===== src/splc_pkg.sv =====
package splc_pkg;
	localparam int DATA_W = 16;
	localparam logic [15:0] WORD_STEP = 16'h0002;
	localparam logic [15:0] UNDERFLOW_FLOOR = 16'h0800;
	localparam logic [15:0] SP_RESET = 16'h0800;
	localparam logic [15:0] PUSH_DATA_RESET = 16'h0000;
	localparam int ALIGN_BIT = 0;
	localparam int MSB_LO = 8;
	localparam int MSB_HI = 15;
	typedef enum logic [2:0] {
		SPLC_OP_NONE,
		SPLC_OP_PUSH,
		SPLC_OP_POP,
		SPLC_OP_WRITE,
		SPLC_OP_READ
	} splc_op_t;
	typedef enum logic [1:0] {
		SPLC_PC_PLAIN,
		SPLC_PC_CALL,
		SPLC_PC_EXCEPTION
	} splc_pcfmt_t;
endpackage


===== src/splc_limit_cmp.sv =====
`timescale 1ns/100ps
module splc_limit_cmp #(
	parameter int WIDTH = 16
) (
	input wire logic [WIDTH-1:0] i_ea,
	input wire logic [WIDTH-1:0] i_limit,
	input wire logic [WIDTH-1:0] i_floor,
	input wire logic i_is_push,
	input wire logic i_is_stack,
	output logic o_overflow,
	output logic o_underflow
);
	// push at ea == limit is still allowed; only beyond it traps
	always_comb begin
		o_overflow = i_is_stack && i_is_push && (i_ea > i_limit); // RL9 RL10
		o_underflow = i_is_stack && (i_ea < i_floor); // RL11
	end
endmodule


===== src/splc_stack_ptr.sv =====
`timescale 1ns/100ps
// Functional notes
// RL1: one working register also serves as the software stack pointer.
// RL2: the pointer always holds the next free word address.
// RL3: stack grows upward on push, shrinks downward on pop.
// RL4: push writes at pointer then advances; pop steps back then reads.
// RL5: a call's saved high PC word has its top byte cleared.
// RL6: exception entry puts status low byte into saved high word top byte.
// RL7: the stack limit register has no reset value.
// RL8: stack limit bit 0 always reads and acts as zero.
// RL9: every stack-pointer effective address is compared with the limit; here only push addresses are checked against it.
// RL10: push at pointer equal limit is fine; the next push traps.
// RL11: pointer address below the floor raises an underflow trap.
// RL12: software avoids stack-pointer indirect read right after a limit write.
// RL13: overflow and underflow drive one trap request in the same cycle.
module splc_stack_ptr (
	input wire logic I_CLOCK,
	input wire logic I_ARST_N,
	input wire splc_pkg::splc_op_t I_OP,
	input wire logic [15:0] I_WDATA,
	input wire logic I_LIMIT_WE,
	input wire logic [15:0] I_LIMIT_DATA,
	input wire splc_pkg::splc_pcfmt_t I_PC_FMT,
	input wire logic [7:0] I_STATUS_LOW_BYTE,
	output logic [15:0] O_EA,
	output logic O_EA_VALID,
	output logic [15:0] O_PUSH_DATA,
	output logic [15:0] O_STACK_POINTER,
	output logic [15:0] O_STACK_LIMIT,
	output logic O_STACK_TRAP
);
	logic [15:0] stack_pointer_reg_q;
	logic [15:0] stack_pointer_reg_d;
	logic [15:0] stack_limit_reg_q;
	logic [15:0] pop_ea;
	logic is_push;
	logic is_stack;
	logic overflow;
	logic underflow;
	logic at_limit_q;

	// op decoding shared by the datapath and the checks below
	function automatic logic op_is_push(input splc_pkg::splc_op_t op);
		return op == splc_pkg::SPLC_OP_PUSH;
	endfunction

	// every op but idle forms an address through the pointer
	function automatic logic op_uses_pointer(input splc_pkg::splc_op_t op);
		return op != splc_pkg::SPLC_OP_NONE;
	endfunction

	// ops that move the pointer some other way than a push
	function automatic logic op_moves_back(input splc_pkg::splc_op_t op);
		return op == splc_pkg::SPLC_OP_POP || op == splc_pkg::SPLC_OP_WRITE;
	endfunction

	assign is_push = op_is_push(I_OP);
	assign is_stack = op_uses_pointer(I_OP); // RL9
	assign pop_ea = stack_pointer_reg_q - splc_pkg::WORD_STEP;

	// effective address formed this cycle
	always_comb begin
		case (I_OP)
			splc_pkg::SPLC_OP_POP: begin
				O_EA = pop_ea; // RL4
			end
			default: begin
				O_EA = stack_pointer_reg_q; // RL2
			end
		endcase
	end
	assign O_EA_VALID = is_stack;

	always_comb begin
		case (I_OP)
			splc_pkg::SPLC_OP_PUSH: begin
				stack_pointer_reg_d = stack_pointer_reg_q + splc_pkg::WORD_STEP; // RL3 RL4
			end
			splc_pkg::SPLC_OP_POP: begin
				stack_pointer_reg_d = pop_ea; // RL3 RL4
			end
			splc_pkg::SPLC_OP_WRITE: begin
				// as a working register the pointer stays word aligned
				stack_pointer_reg_d = {I_WDATA[15:1], 1'h0}; // RL1
			end
			default: begin
				stack_pointer_reg_d = stack_pointer_reg_q;
			end
		endcase
	end

	always_ff @(posedge I_CLOCK or negedge I_ARST_N) begin
		if (!I_ARST_N) begin
			stack_pointer_reg_q <= splc_pkg::SP_RESET;
		end else begin
			stack_pointer_reg_q <= stack_pointer_reg_d; // RL1
		end
	end

	// no reset: limit is undefined until software loads it
	always_ff @(posedge I_CLOCK) begin
		if (I_LIMIT_WE) begin
			stack_limit_reg_q <= {I_LIMIT_DATA[15:1], 1'h0}; // RL7 RL8
		end
	end
	assign O_STACK_LIMIT = {stack_limit_reg_q[15:1], 1'h0}; // RL8
	assign O_STACK_POINTER = stack_pointer_reg_q;

	// data for pushes; high PC word formatting per push source
	always_ff @(posedge I_CLOCK or negedge I_ARST_N) begin
		if (!I_ARST_N) begin
			O_PUSH_DATA <= splc_pkg::PUSH_DATA_RESET;
		end else if (is_push) begin
			case (I_PC_FMT)
				splc_pkg::SPLC_PC_CALL: begin
					O_PUSH_DATA <= {8'h00, I_WDATA[7:0]}; // RL5
				end
				splc_pkg::SPLC_PC_EXCEPTION: begin
					O_PUSH_DATA <= {I_STATUS_LOW_BYTE, I_WDATA[7:0]}; // RL6
				end
				default: begin
					O_PUSH_DATA <= I_WDATA;
				end
			endcase
		end
	end

	splc_limit_cmp #(
		.WIDTH(splc_pkg::DATA_W)
	) u_cmp (
		.i_ea(O_EA), // RL9
		.i_limit(O_STACK_LIMIT),
		.i_floor(splc_pkg::UNDERFLOW_FLOOR),
		.i_is_push(is_push),
		.i_is_stack(is_stack),
		.o_overflow(overflow),
		.o_underflow(underflow)
	);

	// a trap pulse in the same cycle as the address, no latency added
	assign O_STACK_TRAP = overflow || underflow; // RL13

	// remembers a push made exactly at the limit, so the check below
	// also covers a next push that is not back to back
	always_ff @(posedge I_CLOCK or negedge I_ARST_N) begin
		if (!I_ARST_N) begin
			at_limit_q <= 1'h0;
		end else if (I_LIMIT_WE || op_moves_back(I_OP)) begin
			at_limit_q <= 1'h0;
		end else if (is_push) begin
			at_limit_q <= (O_EA == O_STACK_LIMIT); // RL10
		end
	end

	a_push_advance: assert property (@(posedge I_CLOCK) disable iff (!I_ARST_N) // RL4
		is_push |=> stack_pointer_reg_q == $past(stack_pointer_reg_q) + splc_pkg::WORD_STEP)
		else $error("push did not advance pointer by one word");
	a_push_at_ptr: assert property (@(posedge I_CLOCK) disable iff (!I_ARST_N) // RL4
		is_push |-> O_EA == stack_pointer_reg_q)
		else $error("push address is not the pointer");
	a_pop_back: assert property (@(posedge I_CLOCK) disable iff (!I_ARST_N) // RL3
		I_OP == splc_pkg::SPLC_OP_POP |-> O_EA == stack_pointer_reg_q - splc_pkg::WORD_STEP ##1
		stack_pointer_reg_q == $past(O_EA))
		else $error("pop did not pre-decrement");
	a_read_ea: assert property (@(posedge I_CLOCK) disable iff (!I_ARST_N) // RL9
		I_OP == splc_pkg::SPLC_OP_READ |-> O_EA_VALID && O_EA == stack_pointer_reg_q)
		else $error("indirect access address is not the pointer");
	a_write_load: assert property (@(posedge I_CLOCK) disable iff (!I_ARST_N) // RL1
		I_OP == splc_pkg::SPLC_OP_WRITE |=> stack_pointer_reg_q == {$past(I_WDATA[15:1]), 1'h0})
		else $error("pointer write did not load the working value");
	a_idle_hold: assert property (@(posedge I_CLOCK) disable iff (!I_ARST_N) // RL2
		(I_OP == splc_pkg::SPLC_OP_NONE || I_OP == splc_pkg::SPLC_OP_READ) |=> $stable(stack_pointer_reg_q))
		else $error("pointer moved without a stack op");

	a_push_at_limit: assert property (@(posedge I_CLOCK) disable iff (!I_ARST_N) // RL10
		(is_push && O_EA == O_STACK_LIMIT && O_EA >= splc_pkg::UNDERFLOW_FLOOR) |-> !O_STACK_TRAP)
		else $error("push at limit trapped");
	a_push_past: assert property (@(posedge I_CLOCK) disable iff (!I_ARST_N) // RL10
		(is_push && O_EA == O_STACK_LIMIT) ##1 is_push |-> O_STACK_TRAP)
		else $error("push past limit did not trap");
	a_push_after_limit: assert property (@(posedge I_CLOCK) disable iff (!I_ARST_N) // RL10
		(is_push && at_limit_q) |-> O_STACK_TRAP)
		else $error("later push past limit did not trap");
	a_over_trap: assert property (@(posedge I_CLOCK) disable iff (!I_ARST_N) // RL10
		(is_push && O_EA > O_STACK_LIMIT) |-> O_STACK_TRAP)
		else $error("push beyond limit did not trap");
	a_floor_trap: assert property (@(posedge I_CLOCK) disable iff (!I_ARST_N) // RL11
		(is_stack && O_EA < splc_pkg::UNDERFLOW_FLOOR) |-> O_STACK_TRAP)
		else $error("underflow not trapped");
	a_no_false_trap: assert property (@(posedge I_CLOCK) disable iff (!I_ARST_N) // RL13
		O_STACK_TRAP |-> is_stack &&
		(O_EA < splc_pkg::UNDERFLOW_FLOOR || (is_push && O_EA > O_STACK_LIMIT)))
		else $error("spurious stack trap");

	a_call_msb: assert property (@(posedge I_CLOCK) disable iff (!I_ARST_N) // RL5
		(is_push && I_PC_FMT == splc_pkg::SPLC_PC_CALL) |=> O_PUSH_DATA[splc_pkg::MSB_HI:splc_pkg::MSB_LO] == 8'h00)
		else $error("call push msb not cleared");
	a_exc_msb: assert property (@(posedge I_CLOCK) disable iff (!I_ARST_N) // RL6
		(is_push && I_PC_FMT == splc_pkg::SPLC_PC_EXCEPTION) |=>
		O_PUSH_DATA[splc_pkg::MSB_HI:splc_pkg::MSB_LO] == $past(I_STATUS_LOW_BYTE))
		else $error("exception push msb wrong");
	a_pc_low_byte: assert property (@(posedge I_CLOCK) disable iff (!I_ARST_N) // RL5
		(is_push && I_PC_FMT != splc_pkg::SPLC_PC_PLAIN) |=> O_PUSH_DATA[7:0] == $past(I_WDATA[7:0]))
		else $error("saved pc low byte lost");
	a_plain_push: assert property (@(posedge I_CLOCK) disable iff (!I_ARST_N) // RL4
		(is_push && I_PC_FMT == splc_pkg::SPLC_PC_PLAIN) |=> O_PUSH_DATA == $past(I_WDATA))
		else $error("plain push data wrong");
	a_push_data_hold: assert property (@(posedge I_CLOCK) disable iff (!I_ARST_N) // RL4
		!is_push |=> $stable(O_PUSH_DATA))
		else $error("push data changed without a push");
	a_limit_align: assert property (@(posedge I_CLOCK) disable iff (!I_ARST_N) // RL8
		I_LIMIT_WE |=> O_STACK_LIMIT[splc_pkg::ALIGN_BIT] == 1'h0 &&
		O_STACK_LIMIT[15:1] == $past(I_LIMIT_DATA[15:1]))
		else $error("limit not loaded aligned");
	a_sp_align: assert property (@(posedge I_CLOCK) disable iff (!I_ARST_N) // RL2
		stack_pointer_reg_q[splc_pkg::ALIGN_BIT] == 1'h0)
		else $error("stack pointer misaligned");

	c_push: cover property (@(posedge I_CLOCK) disable iff (!I_ARST_N) is_push ##1 is_push);
	c_overflow: cover property (@(posedge I_CLOCK) disable iff (!I_ARST_N) overflow);
	c_underflow: cover property (@(posedge I_CLOCK) disable iff (!I_ARST_N) underflow);
	c_exc_push: cover property (@(posedge I_CLOCK) disable iff (!I_ARST_N)
		is_push && I_PC_FMT == splc_pkg::SPLC_PC_EXCEPTION);
	c_push_after_limit: cover property (@(posedge I_CLOCK) disable iff (!I_ARST_N)
		is_push && at_limit_q);
endmodule


===== config.mk =====
export PLATFORM = sky130hd
export DESIGN_NAME = splc_stack_ptr
export DESIGN_NICKNAME = d
export VERILOG_FILES = /design/src/splc_pkg.sv /design/src/splc_limit_cmp.sv /design/src/splc_stack_ptr.sv
export SDC_FILE = /design/constraint.sdc
export NUM_CORES = 1
export LEC_CHECK = 0
export BUFFER_PORTS_ARGS = -buffer_cell sky130_fd_sc_hd__buf_2
export CAP_MARGIN = 20
export CORE_UTILIZATION = 30
export DETAILED_ROUTE_END_ITERATION = 10
export PLACE_DENSITY = 0.5
export RECOVER_POWER = 50
export SLEW_MARGIN = 10
export SYNTH_ARGS = -nofsm -noshare
export SYNTH_HDL_FRONTEND = slang
export SYNTH_SLANG_ARGS = --single-unit

===== constraint.sdc =====
create_clock -name I_CLOCK -period 5.2 [get_ports I_CLOCK]
set_input_delay 0.26 -clock I_CLOCK [delete_from_list [all_inputs] [get_ports I_CLOCK]]
set_output_delay 0.26 -clock I_CLOCK [all_outputs]
set_load 0.02 [all_outputs]

* After elaboration in Yosys (flattened, before gate mapping) *
Cells that the tools add are included.

word-level totals
  memories kept = 0
  register bits = 47
  output and inout bits = 66
  word-level logic and storage cells = 21
  memory bits (read-only) = 0
  bits of input ports = 48
  memory bits (writable) = 0
  latch bits = 0

cells by class
  magnitude comparators = 2
  bitwise logic cells = 0
  divide/modulo/power cells = 0
  add/subtract/negate cells = 2
  shifts and indexed selects = 0
  multipliers = 0
  equality and inequality tests = 5
  reduce and logical (&&, ||, !) cells = 6
  multiplexer cells = 3

operators by type and width
  operator                 count
  $pmux W16 S3             1
  $pmux W16 S2             1
  $add A16 B2 Y16 const B  1
  $gt A16 B16 Y1           1
  $lt A16 B12 Y1 const B   1
  $mux W16                 1
  $sub A16 B2 Y16 const B  1
  $eq A3 B2 Y1 const B     2
  $reduce_bool A3 Y1       2
  $eq A3 B1 Y1 const B     1
  $logic_and A1 B1 Y1      3
  $eq A2 B1 Y1 const B     1
  $eq A2 B2 Y1 const B     1
  $logic_or A1 B1 Y1       1

* Logic depth before layout (Yosys ltp) *
  depth in word-level cells = 5
  gate-level depth with buffers = 15
  gate-level depth less buffers = 13

* Cells and area by module *
Synthesis repeated with hierarchy kept, for this count alone.

unflattened totals
  cells, all modules = 410
  area, all modules = 3573.4 um2

modules (own cells, without submodules)
  module          cells each  times used  area each (um2)  seq. area each (um2)
  splc_stack_ptr  300         1           2796.4           1227.4
  splc_limit_cmp  110         1           777.0            0.0

* Worst setup path after synthesis *
No wires, ideal clock.

  path kind = register to output
  from = reg stack_pointer_reg_q[7] (netlist: O_STACK_POINTER[7])
  to = out O_STACK_TRAP
  arrival time = 3.272 ns
  path slack = 1.668 ns
  stages on the path, launching flop included = 13
  cells stage by stage = dfrtp_1 buf_6 or4_4 or2_1 or4_4 xnor2_2 ha_1 a21oi_1 nor2b_1 o21ai_0 o21ai_0 o311ai_0 o41ai_1

between the ends
  word-level cells in the longest chain between the ends = 5
  elaborated cells between the ends (all ways) = 7
  classes of those cells = 1 x add/sub; 2 x order compare; 1 x mux; 3 x reduce/logical

RTL lines
  item                                                     line                                        RTL
  start, declared                                          splc_stack_ptr.sv:32                        logic [15:0] stack_pointer_reg_q;
  start signal, assigned                                   splc_stack_ptr.sv:94                        stack_pointer_reg_q <= splc_pkg::SP_RESET;
  start signal, assigned                                   splc_stack_ptr.sv:96                        stack_pointer_reg_q <= stack_pointer_reg_d;
  $sub A16 B2 Y16 (*)                                      splc_stack_ptr.sv:59                        assign pop_ea = stack_pointer_reg_q - splc_pkg::WORD_STEP;
  $mux W16 (*)                                             splc_stack_ptr.sv:63                        case (I_OP)
  via O_EA[13]                                             splc_stack_ptr.sv:25                        output logic [15:0] O_EA,
  $gt A16 B16 Y1 / $lt A16 B12 Y1 (equally long branches)  splc_limit_cmp.sv:15, splc_limit_cmp.sv:16
  $logic_and A1 B1 Y1 (on tied branches)                   splc_limit_cmp.sv:15, splc_limit_cmp.sv:16
  $logic_or A1 B1 Y1 (*)                                   splc_stack_ptr.sv:141                       assign O_STACK_TRAP = overflow || underflow;
  end, declared                                            splc_stack_ptr.sv:30                        output logic O_STACK_TRAP

The timed path passes the listed nets; every way through them passes the cells marked *.

* Final worst setup path *
  from = reg stack_pointer_reg_q[6] (netlist: O_STACK_POINTER[6])
  to = out O_STACK_TRAP

between the ends
  word-level cells in the longest chain between the ends = 5
  elaborated cells between the ends (all ways) = 7
  classes of those cells = 1 x add/sub; 2 x order compare; 1 x mux; 3 x reduce/logical

RTL lines
  item                                                     line
  $sub A16 B2 Y16                                          splc_stack_ptr.sv:59
  $mux W16 (*)                                             splc_stack_ptr.sv:63
  $gt A16 B16 Y1 / $lt A16 B12 Y1 (equally long branches)  splc_limit_cmp.sv:15, splc_limit_cmp.sv:16
  $logic_and A1 B1 Y1 (on tied branches)                   splc_limit_cmp.sv:15, splc_limit_cmp.sv:16
  $logic_or A1 B1 Y1 (*)                                   splc_stack_ptr.sv:141

Mark *: on every way between the ends. The rest lies on a longest branch, timed or not.

==> results.rst <==
.. list-table::
   :header-rows: 1

   * - Metric
     - Value
   * - Result of the run
     - complete, but fails checks
   * - Violated checks
     - max-capacitance violations, max-slew violations
   * - Worst hold path cell count
     - 1
   * - Post-layout minimum cycle time
     - 4.09 ns
   * - Hold buffer count at CTS
     - 0
   * - Final setup violating endpoints
     - 0
   * - Post-detailed-placement cell area
     - 0.00378 mm^2
   * - Cell types with the highest counts after synthesis
     - nor2_1 (33), dfrtp_1 (30), nand2_1 (26)
   * - Vias after detailed routing
     - 2,951
   * - Maximum capacitance violations
     - 1
   * - Fraction of synthesis flops using an asynchronous set or reset pin
     - 67.4%
   * - Area grow syn2layout
     - 22.1%
   * - Clock tree skew after final layout
     - 0.00911 ns
   * - Number of enable-type register cells in the synthesized netlist
     - 15
   * - Share of layout cells above drive strength 1
     - 26.5%
   * - Clock tree from TritonCTS
     - done
   * - Power per unit of standard cell area
     - 339 mW/mm^2
   * - HP Class
     - input port to flip-flop
   * - Post-layout net count
     - 512
   * - Final antenna-violating net count
     - 0
   * - Switching power summed over all nets
     - 530 uW
   * - Clk Latency, worst-skew pair
     - 0.31 ns
   * - Peak supply drop
     - 0.000135 V
   * - Worst r2r path cells
     - 6
   * - Remaining global-route overflow
     - 0
   * - Least-Margin Pin Slew
     - 1.80 ns
   * - Number of H-tree branching levels
     - 2
   * - Total count of hold-check failures in the final report
     - 0
   * - Number of unique standard cell types used by synthesis
     - 55
   * - Number of cells in the design after placement
     - 574
   * - Overall global routing resource usage
     - 16.9%
   * - Endpoint class of the critical path
     - output port
   * - Comb pwr share
     - 39.1%
   * - Number of antenna violations at the first check in global routing
     - 0
   * - Post-layout power
     - 1.32 mW
   * - Library cell with the highest instance count after synthesis
     - nor2_1
   * - Part of the Yosys area used for sequential elements
     - 38.6%
   * - Finished Cell Area
     - 0.00388 mm^2
   * - Final critical-path share of the clock period
     - 78.7%
   * - Sequential share of power
     - 39.2%
   * - Area of the core
     - 0.0103 mm^2
   * - Internal power contribution
     - 786 uW
   * - IO buf count
     - 109
   * - CTS Buffer Depth
     - 2
   * - Area contributors post-synth
     - dfrtp_1 (24%), edfxtp_1 (14%), ha_1 (7.5%)
   * - Synthesized cell area
     - 0.00318 mm^2
   * - Fraction of synthesized cell area taken by the top area cell type
     - 23.6%
   * - Iteration-0 DRC count of the detailed router
     - 125
   * - DRC
     - 0
   * - Yosys top cell by area
     - dfrtp_1
   * - Syn_area_per_cell
     - 9.00 um^2
   * - Vias per Instance
     - 5.07
   * - Post-place setup slack
     - 1.14 ns
   * - Number of sinks handled by clock tree synthesis
     - 46
   * - Startpoint types
     - flip-flop
   * - Clock tree root buffer cell
     - clkbuf_8
   * - Post-Route Hold Slack
     - 0.120 ns
   * - LEAKAGE
     - 1.74 nW
   * - Number of standard-cell rows in the floorplan
     - 37
   * - Cell count after synthesis
     - 353
   * - Switching power share of the total
     - 40.3%
   * - Die footprint
     - 0.0110 mm^2
   * - Data arrival at the endpoint of the critical path
     - 3.83 ns
   * - ANT cells
     - 0
   * - Post-Route Utilization
     - 37.7%
   * - Clk pin slew, worst setup/hold paths
     - 0.09 ns
   * - RSZ-0062 raised after global routing
     - false
   * - Final estimated routing congestion in global placement
     - 0.800
   * - Number of buffers added by the clock tree synthesis step
     - 5
   * - Class of the most critical setup path
     - flip-flop to output port
   * - Setup tns final
     - 0 ns
   * - First-pass GRT wire length
     - 14,700 um
   * - Leading register cell type out of synthesis
     - dfrtp_1
   * - Synthesis-stage register bit count
     - 46
   * - Fmax
     - 0.244 GHz
   * - Post-CTS setup buffer count
     - 0
   * - Fillers
     - 1,098
   * - Crit Path Max Fanout
     - 12
   * - Number of detailed-routing iterations run before antenna repair
     - 6
   * - Largest net degree at the start of global routing
     - 32
   * - Yosys warnings
     - 0
   * - I/O pins
     - 114
   * - Cts repair resizes
     - 0
   * - Die X-Extent
     - 105 um
   * - Starting utilization of the core area
     - 30.9%
   * - Drt total wl
     - 9100 um
   * - Overall die height
     - 105 um
   * - Routed length per instance
     - 15.6 um
   * - Final count of pins violating max slew
     - 32
   * - Required @ worst endpoint
     - 4.94 ns
   * - Final Instance Count excl. Fillers
     - 582
   * - Rel. slew slack
     - -19.9%
   * - Clock network fraction of total power
     - 21.7%
   * - Final HPWL from detailed placement
     - 6860 um
   * - Number of global-route vias before repair
     - 2,934
   * - PnR worst setup slack
     - 1.11 ns
==> sequential cells by signal, indices dropped and copies added, names as in the netlist <==
register and cells:
O_PUSH_DATA 16, O_STACK_POINTER 15, stack_limit_reg_q 15
==> power by group through the flow <==
stage | Clock (mW) | Sequential, mW | Combinational, mW
5_1_grt | 0.310 | 0.529 | 0.568
4_1_cts | 0.296 | 0.514 | 0.528
2_1_floorplan | 0 | 0.544 | 0.330
3_5_place_dp | 0 | 0.522 | 0.524
6_report | 0.286 | 0.516 | 0.514
3_3_place_gp | 0 | 0.520 | 0.520
==> cells by family (layout without fill, tap and decap cells) <==
group / Yosys count / in the layout / share of synthesized area (%)
AOI/OAI and AO/OA: 82 / 82 / 16.9
DFF: 46 / 46 / 38.6
buffers and inverters: 53 / 144 / 7.25
other: 1 / 3 / 0.118
adders and majority gates: 19 / 19 / 7.48
muxes: 13 / 13 / 4.45
xor gates and xnor gates: 24 / 24 / 6.85
and+or+nand+nor: 115 / 115 / 18.3
==> path summary, 6_finish.rpt <==
kind                               startpoint                    to  slack [ns]
max                        O_STACK_POINTER[6]          O_STACK_TRAP        1.11
min                           I_LIMIT_DATA[2]  stack_limit_reg_q[2]        0.12
max reg2reg                O_STACK_POINTER[6]   O_STACK_POINTER[15]        2.93
min reg2reg                    O_PUSH_DATA[3]        O_PUSH_DATA[3]        0.52
max in group asynchronous            I_ARST_N        O_PUSH_DATA[5]        3.74
min in group asynchronous            I_ARST_N       O_PUSH_DATA[13]        0.43
==> routing by layer <==
| metal | part of all wire, % | vias up | global-route usage, % |
|---|---|---|---|
| met5 | 0 | - | 0 |
| met2 | 49 | 78 | 28.7 |
| met3 | 4.7 | 11 | 3.12 |
| met1 | 45 | 1429 | 21.7 |
| met4 | 0.86 | 0 | 5.03 |
| li1 | - | 1433 | - |
==> cell type report <==
| class | count | area, um^2 | share of cell area (%) |
|---|---|---|---|
| flip-flops and latches | 46 | 1230 | 31.6 |
| clock buffers | 7 | 86.3 | 2.23 |
| multi-input cells | 256 | 1730 | 44.6 |
| inverters | 24 | 90.1 | 2.32 |
| repair buffers | 112 | 546 | 14.1 |
| clock inverters | 1 | 30.0 | 0.774 |
| well taps | 136 | 170 | 4.39 |
==> cell usage in the layout, fill, tap and decap left out, drive strengths merged, types with 5 or more instances in the layout <==
cell,n
nand2b,5
nand2,26
nor2,33
ha,19
xnor2,20
nand4,6
buf,94
a22oi,9
a21oi,25
nor3,7
dfrtp,30
nor2b,6
clkbuf,25
edfxtp,15
mux2,9
inv,24
nand3,14
o21ai,15
==> worst max-delay path, cell delays in order, from the launching register on <==
cell	delay, ns
dfrtp_1	0.54
or4_4	0.61
or2_1	0.27
or4_4	0.44
xnor2_2	0.16
ha_1	0.32
nand4_1	0.16
or4_1	0.58
o311ai_0	0.13
o41ai_1	0.13
buf_2	0.18
Note: power is estimated with default switching activity, not from simulation.
